==> src/rtl/epo_pkg.sv <==
// epo_pkg: register map, field values, reset values and timing counts
// shared by the energy pulse digital output block.
// assumes a 16-bit parameter-address port, one word per address.
package epo_pkg;
  // parameter addresses (word addresses)
  localparam logic [15:0] ADDR_QSEL_CH1 = 16'h0064;
  localparam logic [15:0] ADDR_QSEL_CH2 = 16'h0065;
  localparam logic [15:0] ADDR_EPP_CH1 = 16'h0066; // high word, low at +1
  localparam logic [15:0] ADDR_EPP_CH2 = 16'h0068; // high word, low at +1
  localparam logic [15:0] ADDR_PLEN = 16'h006A;
  localparam logic [15:0] ADDR_SRC_OUT1 = 16'h00C8;
  localparam logic [15:0] ADDR_SRC_OUT2 = 16'h00CA;
  localparam logic [15:0] ADDR_STATE_OUT1 = 16'h0260;
  localparam logic [15:0] ADDR_STATE_OUT2 = 16'h0261;
  // source select codes
  localparam logic [15:0] SRC_COMPARATOR = 16'h0000;
  localparam logic [15:0] SRC_PULSE = 16'h0001;
  localparam logic [15:0] SRC_EXTERNAL = 16'h0002;
  // reset values
  localparam logic [15:0] QSEL_RST = 16'h0000;
  localparam logic [31:0] EPP_RST = 32'h0000_0000;
  localparam logic [15:0] PLEN_RST = 16'h001E; // 30 ms
  localparam logic [15:0] SRC_RST = 16'h0000;
  // pulse length limits in ms
  localparam logic [15:0] PLEN_MIN_MS = 16'h000A; // 10 ms
  localparam logic [15:0] PLEN_MAX_MS = 16'h2710; // 10 s
  // timing: clock period and derived millisecond count
  localparam int CLK_PERIOD_NS = 20;
  localparam int MS_NS = 1000000;
  localparam int CYCLES_PER_MS = MS_NS / CLK_PERIOD_NS;
  localparam int DISPLAY_REFRESH_MS = 1000;
  // per-channel pulse sequencer states
  typedef enum logic [1:0] {
    EPO_IDLE = 2'b00,
    EPO_PULSE = 2'b01,
    EPO_PAUSE = 2'b10
  } epo_state_t;
endpackage

==> src/rtl/epo_outputs.sv <==
// epo_outputs: two digital switching outputs with energy pulse generators.
// assumes measured quantities arrive as signed energy increments with a
// strobe and a quantity index; comparator and external levels are sync.
`timescale 1ns/100ps
module epo_outputs import epo_pkg::*; #(
  parameter int MS_CYCLES = CYCLES_PER_MS, // cycles per millisecond
  parameter int ACC_W = 40, // energy accumulator width
  parameter int VAL_W = 32 // measured increment width
) (
  // clock and reset
  input wire logic ref_clk,
  input wire logic nrst,
  // parameter access port
  input wire logic [15:0] par_addr,
  input wire logic par_wr,
  input wire logic [15:0] par_wdata,
  input wire logic par_rd,
  output logic [15:0] par_rdata,
  // measured energy increments
  input wire logic meas_strobe,
  input wire logic [15:0] meas_qty,
  input wire logic signed [VAL_W-1:0] meas_value,
  // other output sources
  input wire logic [1:0] cmp_result,
  input wire logic [1:0] ext_value,
  // switching outputs and panel indication
  output logic [1:0] dout,
  output logic [1:0] disp_state
);

  // configuration registers
  logic [15:0] qsel [2]; // measured quantity per channel
  logic [31:0] epp [2]; // signed energy per pulse
  logic [15:0] plen; // pulse length in ms
  logic [15:0] src [2]; // source select per output
  logic [1:0] pulse_on; // pulse generator levels

  // clamp the pulse length into its legal span
  function automatic logic [15:0] clamp_len(input logic [15:0] v);
    if (v < PLEN_MIN_MS) begin
      return PLEN_MIN_MS;
    end else if (v > PLEN_MAX_MS) begin
      return PLEN_MAX_MS;
    end
    return v;
  endfunction

  // address decode
  wire wr_q1 = par_wr && (par_addr == ADDR_QSEL_CH1);
  wire wr_q2 = par_wr && (par_addr == ADDR_QSEL_CH2);
  wire wr_e1h = par_wr && (par_addr == ADDR_EPP_CH1);
  wire wr_e1l = par_wr && (par_addr == ADDR_EPP_CH1 + 16'h0001);
  wire wr_e2h = par_wr && (par_addr == ADDR_EPP_CH2);
  wire wr_e2l = par_wr && (par_addr == ADDR_EPP_CH2 + 16'h0001);
  wire wr_len = par_wr && (par_addr == ADDR_PLEN);
  wire wr_s1 = par_wr && (par_addr == ADDR_SRC_OUT1);
  wire wr_s2 = par_wr && (par_addr == ADDR_SRC_OUT2);
  wire [15:0] len_ms = clamp_len(plen);

  // configuration writes, one word per address
  always_ff @(posedge ref_clk or negedge nrst) begin
    if (!nrst) begin
      qsel[0] <= QSEL_RST;
      qsel[1] <= QSEL_RST;
      epp[0] <= EPP_RST;
      epp[1] <= EPP_RST;
      plen <= PLEN_RST;
      src[0] <= SRC_RST;
      src[1] <= SRC_RST;
    end else begin
      if (wr_q1) qsel[0] <= par_wdata;
      if (wr_q2) qsel[1] <= par_wdata;
      if (wr_e1h) epp[0][31:16] <= par_wdata;
      if (wr_e1l) epp[0][15:0] <= par_wdata;
      if (wr_e2h) epp[1][31:16] <= par_wdata;
      if (wr_e2l) epp[1][15:0] <= par_wdata;
      if (wr_len) plen <= par_wdata;
      if (wr_s1) src[0] <= par_wdata;
      if (wr_s2) src[1] <= par_wdata;
    end
  end

  // read mux, unmapped addresses answer zero
  logic [15:0] next_rdata;
  always_comb begin
    case (par_addr)
      ADDR_QSEL_CH1: next_rdata = qsel[0];
      ADDR_QSEL_CH2: next_rdata = qsel[1];
      ADDR_EPP_CH1: next_rdata = epp[0][31:16];
      ADDR_EPP_CH1 + 16'h0001: next_rdata = epp[0][15:0];
      ADDR_EPP_CH2: next_rdata = epp[1][31:16];
      ADDR_EPP_CH2 + 16'h0001: next_rdata = epp[1][15:0];
      ADDR_PLEN: next_rdata = plen;
      ADDR_SRC_OUT1: next_rdata = src[0];
      ADDR_SRC_OUT2: next_rdata = src[1];
      ADDR_STATE_OUT1: next_rdata = {15'h0000, dout[0]};
      ADDR_STATE_OUT2: next_rdata = {15'h0000, dout[1]};
      default: next_rdata = 16'h0000;
    endcase
  end

  // read data held until the next read
  always_ff @(posedge ref_clk or negedge nrst) begin
    if (!nrst) begin
      par_rdata <= 16'h0000;
    end else if (par_rd) begin
      par_rdata <= next_rdata;
    end
  end

  // shared millisecond tick
  logic [31:0] ms_cnt;
  wire ms_tick = (ms_cnt == 32'(MS_CYCLES - 1));
  always_ff @(posedge ref_clk or negedge nrst) begin
    if (!nrst) begin
      ms_cnt <= 32'h0000_0000;
    end else begin
      ms_cnt <= ms_tick ? 32'h0000_0000 : ms_cnt + 32'h0000_0001;
    end
  end

  // one-second panel refresh
  logic [15:0] disp_cnt;
  wire disp_tick = ms_tick && (disp_cnt == 16'(DISPLAY_REFRESH_MS - 1));
  always_ff @(posedge ref_clk or negedge nrst) begin
    if (!nrst) begin
      disp_cnt <= 16'h0000;
      disp_state <= 2'b00;
    end else begin
      if (ms_tick) begin
        disp_cnt <= disp_tick ? 16'h0000 : disp_cnt + 16'h0001;
      end
      if (disp_tick) disp_state <= dout;
    end
  end

  // per-channel pulse generator and output select
  genvar ch;
  generate
    for (ch = 0; ch < 2; ch++) begin : g_ch
      epo_state_t state; // sequencer state
      logic [ACC_W-1:0] acc; // accrued energy
      logic [15:0] tcnt; // ms elapsed in phase
      wire pulse_mode = (src[ch] == SRC_PULSE);
      wire epp_neg = epp[ch][31];
      wire epp_zero = (epp[ch] == 32'h0000_0000);
      wire [31:0] epp_mag = epp_neg ? (~epp[ch] + 32'h0000_0001) : epp[ch];
      wire val_neg = meas_value[VAL_W-1];
      wire val_zero = (meas_value == '0);
      wire [VAL_W-1:0] val_mag = val_neg ? VAL_W'(-meas_value)
                                         : VAL_W'(meas_value);
      // sign match: positive setting takes positive flow and vice versa
      wire take = meas_strobe && (meas_qty == qsel[ch]) && !epp_zero
                  && !val_zero && (epp_neg == val_neg);
      wire [ACC_W-1:0] inc = take ? ACC_W'(val_mag) : '0;
      wire [ACC_W:0] sum = {1'b0, acc} + {1'b0, inc};
      wire [ACC_W-1:0] acc_sat = sum[ACC_W] ? '1 : sum[ACC_W-1:0];
      wire due = !epp_zero && (acc >= ACC_W'(epp_mag));
      // >= ends the phase even if the length shrank below the count
      wire phase_end = ms_tick && (tcnt >= len_ms - 16'h0001);
      // pulses start on a tick so they last whole milliseconds;
      // a due pulse follows its pause with no idle gap
      wire start = due && ((state == EPO_IDLE && ms_tick)
                   || (state == EPO_PAUSE && phase_end));
      logic [ACC_W-1:0] next_acc;
      assign next_acc = start
                        ? acc_sat - ACC_W'(epp_mag) : acc_sat;

      // sequencer: idle, pulse, pause
      always_ff @(posedge ref_clk or negedge nrst) begin
        if (!nrst) begin
          state <= EPO_IDLE;
          acc <= '0;
          tcnt <= 16'h0000;
        end else if (!pulse_mode) begin
          state <= EPO_IDLE;
          acc <= '0;
          tcnt <= 16'h0000;
        end else begin
          acc <= next_acc;
          if (ms_tick) tcnt <= tcnt + 16'h0001;
          case (state)
            EPO_IDLE: begin
              tcnt <= 16'h0000;
              if (start) state <= EPO_PULSE;
            end
            EPO_PULSE: begin
              if (phase_end) begin
                state <= EPO_PAUSE;
                tcnt <= 16'h0000;
              end
            end
            EPO_PAUSE: begin
              if (phase_end) begin
                state <= start ? EPO_PULSE : EPO_IDLE;
                tcnt <= 16'h0000;
              end
            end
            default: state <= EPO_IDLE;
          endcase
        end
      end
      assign pulse_on[ch] = (state == EPO_PULSE);

      // output source selection
      wire next_out = (src[ch] == SRC_COMPARATOR) ? cmp_result[ch] :
                      (src[ch] == SRC_PULSE) ? pulse_on[ch] :
                      (src[ch] == SRC_EXTERNAL) ? ext_value[ch] : 1'b0;
      always_ff @(posedge ref_clk or negedge nrst) begin
        if (!nrst) begin
          dout[ch] <= 1'b0;
        end else begin
          dout[ch] <= next_out;
        end
      end
    end
  endgenerate

endmodule // epo_outputs

==> config.mk <==
export PLATFORM = sky130hd
export DESIGN_NAME = epo_outputs
export DESIGN_NICKNAME = d
export VERILOG_FILES = /design/src/rtl/epo_pkg.sv /design/src/rtl/epo_outputs.sv
export SDC_FILE = /design/constraint.sdc
export NUM_CORES = 1
export LEC_CHECK = 0
export BUFFER_PORTS_ARGS = -buffer_cell sky130_fd_sc_hd__buf_2
export CORE_UTILIZATION = 35
export DETAILED_ROUTE_END_ITERATION = 8
export PLACE_DENSITY = 0.5
export SLEW_MARGIN = 10
export SYNTH_ARGS = -nofsm -noshare
export SYNTH_HDL_FRONTEND = slang
export SYNTH_SLANG_ARGS = --single-unit
==> constraint.sdc <==
create_clock -name ref_clk -period 10.7 [get_ports ref_clk]
set_input_delay 2.14 -clock ref_clk [delete_from_list [all_inputs] [get_ports ref_clk]]
set_output_delay 2.14 -clock ref_clk [all_outputs]
set_load 0.02 [all_outputs]
==> results of run 1 <==
[stage by stage]
| step | std cells | TNS [ps] | utilization, % |
|---|---|---|---|
| 4_1_cts | 4191 | 0 | 40.0 |
| 3_5_place_dp | 4112 | -141 | 37.9 |
| 3_3_place_gp | 4112 | 0 | 37.9 |
| 2_1_floorplan | 3002 | 0 | - |
| 5_1_grt | 4191 | 0 | 40.0 |
| 6_report | 4191 | 0 | 40.0 |
[area by class of cell]
type	instances	area (um^2)	area share, %
well taps	1030	1290	4.24
clock buffers	61	1240	4.10
flip-flops and latches	328	8210	27.0
multi-input cells	2486	17900	58.9
clock inverters	18	313	1.03
repair buffers	179	1100	3.62
inverters	89	334	1.10
[flip-flops by register name (all words and copies together) (netlist names), 16 cells and up]
register   cells
g_ch.tcnt     32
par_rdata     16
ms_cnt        32
g_ch.acc      80
src           32
epp           64
plen          16
disp_cnt      16
qsel          32
[worst paths after layout]
check                      slack [ps]  depth (start not counted)     startpoint               to
setup / recovery                  500                         33  meas_value[9]  g_ch[0].acc[37]
hold / removal                    460                          1      ms_cnt[0]        ms_cnt[0]
setup reg to reg                 2490                         30         epp[5]  g_ch[1].acc[39]
hold reg to reg                   460                          1      ms_cnt[0]        ms_cnt[0]
max in group asynchronous        6920                          3           nrst       ms_cnt[21]
min in group asynchronous        1600                          1           nrst  g_ch[1].acc[35]
[cell families after synthesis]
family | synth area share (%)
and+or+nand+nor | 17.3
adders and majority gates | 11.8
xor gates and xnor gates | 10.4
AOI/OAI and AO/OA | 18.5
buffers and inverters | 2.99
muxes | 8.49
DFF | 30.6
other | 0.0140
[cells in the final DEF (no fill, tap or decap), types with 43 or more instances in the layout]
cell type	n
dfrtp_1	324
nand2_1	287
nor2_1	280
ha_1	246
a21oi_1	208
xor2_1	170
xnor2_1	148
mux2_2	148
o21ai_0	109
buf_2	107
a21o_1	93
inv_1	86
nand3_1	70
buf_4	69
nand4_1	54
nor3_1	47
clkbuf_16	44
a211oi_1	43
[what timing repair did]
item	4_1_cts	5_1_grt
hold buffers	0	0
hold endpoints to repair	0	0
resized for setup	0	2
setup endpoints to repair	0	2
[worst register-to-register path, delay by kind of cell (launching register included)]
family | cells | cell delay, ps
adder cells (fa/ha/maj) | 3 | 1000
buffers and inverters | 2 | 330
AO/OA/AOI/OAI | 13 | 2980
flip-flops | 1 | 440
AND/OR/NAND/NOR | 12 | 3360
[power breakdown]
part	internal [uW]	switching (uW)	total (uW)
Clock	986	624	1610
Combinational	33.4	99.4	133
Sequential	1240	0.870	1240
Total	2260	724	2980
[Yosys cell counts (13+ instances only)]
master | number | share of area (%)
or2_2 | 14 | 0.33
nand4_1 | 54 | 1.3
a21o_1 | 93 | 2.6
clkbuf_1 | 86 | 1.2
or3_1 | 29 | 0.68
a211o_1 | 13 | 0.42
o31ai_1 | 36 | 1.0
o22ai_1 | 23 | 0.54
nor2_1 | 283 | 4.0
xor2_1 | 170 | 5.5
ha_1 | 246 | 11
o41ai_1 | 15 | 0.49
nor2b_1 | 21 | 0.49
o21ai_0 | 109 | 2.0
inv_1 | 86 | 1.2
mux2_2 | 148 | 6.2
or4_1 | 18 | 0.50
nor4_1 | 34 | 0.79
o211ai_1 | 13 | 0.36
nand3_1 | 70 | 1.3
a21oi_1 | 208 | 3.9
o21a_1 | 19 | 0.53
nor3_1 | 48 | 0.90
a211oi_1 | 43 | 1.2
mux4_2 | 16 | 1.3
mux2i_1 | 24 | 0.90
nand2b_1 | 21 | 0.49
dfrtp_1 | 324 | 30
nand2_1 | 287 | 4.0
o21ai_1 | 24 | 0.45
xnor2_1 | 148 | 4.8
and3_1 | 34 | 0.79
a31oi_1 | 21 | 0.49
and2_1 | 17 | 0.40
a221oi_1 | 20 | 0.65
a22oi_1 | 35 | 0.98
[layer usage]
| layer | vias up | global-route usage, % |
|---|---|---|
| met5 | - | 0 |
| met3 | 129 | 2.74 |
| met2 | 653 | 39.3 |
| li1 | 11263 | - |
| met1 | 11697 | 32.3 |
| met4 | 2 | 7.06 |
==> results.cfg, run 1 <==
[status]
status = complete, no violations

[synth]
seq_area_frac_synth_pct = 30.6
synth_cell_types = 87
syn_inst = 2999
synth_area_mm2 = 0.0268
yosys_register_bits = 328
yosys_warnings = 0
syn_avg_cell_area_um2 = 8.95
synth_ff_type = dfrtp_1
synth_edf_count = 0
synth-async-reset-ratio_pct = 100

[power_and_ir_drop]
p_leak_uw = 0.0147
powerDensity_mw_per_mm2 = 98.2
p_total_uw = 2980
vdd_ir_drop_max_uv = 105

[critical_path]
cpPeakStageDelay_ps = 540
path_delay_family = simple AND/OR/NAND/NOR gates
worstPathArrival_ps = 10660
critPathBufInv = 3
crit_fanout = 14
required_ps = 11150
end_kind = flop
path_class = in2reg
crit_path_start_kind = input port
critPathSlowestCell = or4_4

[routing]
drt_wl_total_um = 93600
top_layer = met5
dr_wl_met3_um = 4310
wl_met1_um = 43000
drtPass1Iterations = 5
drc = 0
dr.first_iter.drc_count = 1774
route.met2.wl_um = 43500
vias = 23744
drt.antenna.violating_nets = 0
routedWlPerCell_um = 22.3
routed_via_density = 5.67

[placement]
dp_slack_ps = -93.8
dp_hpwl_um = 73500
place_area_mm2 = 0.0288
gp_congestion = 0.924
portBuffers = 108

[flow_run]
maxCapViolCount = 0

[cells_and_area]
antenna_cells = 0
nNetsFinal = 3467
stdcell_area_mm2 = 0.0304
n_fill_cell = 7624
drive_gt1_share_pct = 14.6
syn_to_final_growth_pct = 13.2

[sta]
holdWs_ps = 458
finClkSkew_ps = 30.6
slew_headroom_pct = 18.8
fin_crit_ps = 10200
report.final.slew_viol_count = 0
maxClockFrequency_mhz = 98.0
setup_viol = 0
setup_slack_ps = 498
rsz0062_at_grt = no
fin_crit_sh_pct = 95.3
hold_violations = 0
tightest_slew_ps = 1210

[global_route]
grt_overflow = 0
grt_usage_pct = 23.7
antenna_found_initial = 3
grt_max_degree = 108
grt_first_pass_wirelength_um = 142000
grt_pass1_vias = 23314

[cts]
clk_latency_ps = 590
cts_setup_buffers = 0
cts.path.max_buffers = 3
clkSinkCount = 328
root_buffer = clkbuf_16
cts-buffers-inserted = 44
path_clk_slew_ps = 60
htree_num_levels = 2
cts_tree = built

[floorplanning]
die_area_mm2 = 0.0778
dieWidth_um = 279
coreArea_mm2 = 0.0759
boundaryPins = 109
fp.dieH_um = 279
core.rowCount = 101
start_util_pct = 35.3

[min_path]
hp-class = reg2reg
No activity file was read; power rests on OpenSTA's default activity.
==> run 2: changes to the inputs <==
--- a/config.mk
+++ b/config.mk
@@ -8,7 +8,6 @@
 export BUFFER_PORTS_ARGS = -buffer_cell sky130_fd_sc_hd__buf_2
 export CORE_UTILIZATION = 35
 export DETAILED_ROUTE_END_ITERATION = 8
-export PLACE_DENSITY = 0.5
 export SLEW_MARGIN = 10
 export SYNTH_ARGS = -nofsm -noshare
 export SYNTH_HDL_FRONTEND = slang
==> run 2 against run 1 <==
Sequential power about the same. Global-route usage shrank 1.8 points. Register-to-register slack lost 170 ps. Largest power group unchanged. Combinational power fell by 7%. Critical path type unchanged. Final area down 0.63%. Sequential share of layout area grew 0.17 points. Non-clock buffer count fell by 8. Highest routed layer unchanged.
==> results.cfg, run 2 (same netlist as run 1, synthesis figures left out) <==
[cts]
postCtsHoldBufs = 0
path_clk_slew_ps = 60
htree_num_levels = 2
clkSinkCount = 328
cts_tree = built
cts-buffers-inserted = 41
root_buffer = clkbuf_16
cts.path.max_buffers = 3
cts_resized = 0
cts_setup_buffers = 0
clk_latency_ps = 590

[global_route]
grt_max_degree = 83
grt_pass1_vias = 22400
grt_first_pass_wirelength_um = 133000
use_met3_pct = 3.70
use_met1_pct = 30.5
grt_overflow = 0
antenna_found_initial = 13
grt.busiest_layer = met2
grt_usage_pct = 21.9
use_met2_pct = 35.1

[floorplanning]
die_area_mm2 = 0.0778
coreArea_mm2 = 0.0759
boundaryPins = 109
dieWidth_um = 279
start_util_pct = 35.3
fp.dieH_um = 279
core.rowCount = 101

[flow_run]
maxCapViolCount = 0

[min_path]
hp-start = ms_cnt[0]
worst_hold_path.num_cells = 1
min_to = ms_cnt[0]
hp-class = reg2reg

[sta]
tightest_slew_ps = 1260
fin_crit_ps = 10310
slew_headroom_pct = 15.9
report.final.slew_viol_count = 0
rsz0062_at_grt = no
maxClockFrequency_mhz = 97.0
finClkSkew_ps = 33.4
hold_violations = 0
setup_viol = 0
fin_crit_sh_pct = 96.4

[routing]
dr.first_iter.drc_count = 1744
routed_via_density = 5.60
routedWlPerCell_um = 20.7
drtPass1Iterations = 6
drc = 0
vias = 23412
drt_wl_total_um = 86500
drt.antenna.violating_nets = 0

[cells_and_area]
drive_gt1_share_pct = 14.3
regMostFlops = g_ch.acc
layout_commonest_cell = dfrtp_1
syn_to_final_growth_pct = 12.5
antenna_cells = 0
nNetsFinal = 3456
fin_util_pct = 39.7
largest_reg_flops = 80
top_regs = g_ch.acc x80, epp x64
stdcell_area_mm2 = 0.0302
layout.cells.most_common_list = dfrtp_1, nand2_1, nor2_1, ha_1, a21oi_1

[critical_path]
critPathSlowestCell = a2111oi_0
cpMostUsedCell = nor2_1
required_ps = 11150
crit_path_start_kind = input port
cpPeakStageDelay_ps = 600
path_class = in2reg
r2r-end = g_ch[1].acc[36]
worstPathArrival_ps = 10760
end_kind = flop
r2r_start = epp[2]
r2r_cells = 31
ff2ff_setup_slack_ps = 2320
crit_fanout = 23

[placement]
gp_congestion = 0.967
portBuffers = 108
place_area_mm2 = 0.0288
dp_hpwl_um = 67800

[status]
status = complete, no violations

[power_and_ir_drop]
vdd_ir_drop_max_uv = 106
powerDensity_mw_per_mm2 = 94.5
p_leak_uw = 0.0146
run 2: cell count changes in the layout (fill, tap and decap cells not counted), moves of 2 or more:
cell	change
clkbuf_16	-2
bufinv_16	-2
buf_4	-7
clkinvlp_4	-2
run 2: worst max-delay path: cells and delay by family:
family	cells	cell delay, ps
compound gates	15	3850
simple gates	12	3110
fa+ha+maj	3	940
xor+xnor	1	160
buf+inv	4	560
run 2: worst max-delay path by stage:
stage / slack (ps) / cells past startpoint / to / start
floorplan: 240 / 34 / g_ch[1].acc[39] / meas_value[9]
global placement: -10 / 35 / g_ch[0].acc[38] / meas_value[9]
detailed placement: -100 / 35 / g_ch[0].acc[38] / meas_value[9]
CTS: 490 / 35 / g_ch[0].acc[38] / meas_value[9]
global route: 4 / 33 / g_ch[1].acc[36] / meas_value[9]
finish: 390 / 35 / g_ch[0].acc[38] / meas_value[7]
run 2: through the flow:
step / worst slack [ps] / hold slack [ps] / total power, uW / instances / setup TNS (ps)
2_1_floorplan: 238 / 425 / 1300 / 3002 / 0
3_3_place_gp: -10.8 / 451 / 1390 / 4104 / -10.8
3_5_place_dp: -97.5 / 451 / 1390 / 4104 / -252
4_1_cts: 486 / 467 / 2880 / 4179 / 0
5_1_grt: 4.24 / 501 / 2940 / 4179 / 0
6_report: 390 / 464 / 2850 / 4179 / 0
run 2: final cells by class:
cell class | instances | area [um^2]
Fill cell | 7646 | 45800
Multi-Input combinational cell | 2486 | 17900
Sequential cell | 328 | 8210
Tap cell | 1030 | 1290
Clock buffer | 59 | 1190
Timing Repair Buffer | 171 | 1040
Inverter | 89 | 334
Clock inverter | 16 | 238
run 2: routing by layer:
metal	up-vias	part of all wire, %	wire, um
met4	16	2.4	2090
met5	-	0.11	95
met2	639	45	39200
met3	124	6.1	5270
li1	11237	-	-
met1	11396	46	39800
run 2: where the power goes:
part / internal [uW] / total (uW) / switching (uW)
Sequential: 1240 / 1240 / 0.932
Combinational: 33.2 / 124 / 91.2
Clock: 901 / 1490 / 585
Total: 2180 / 2850 / 677
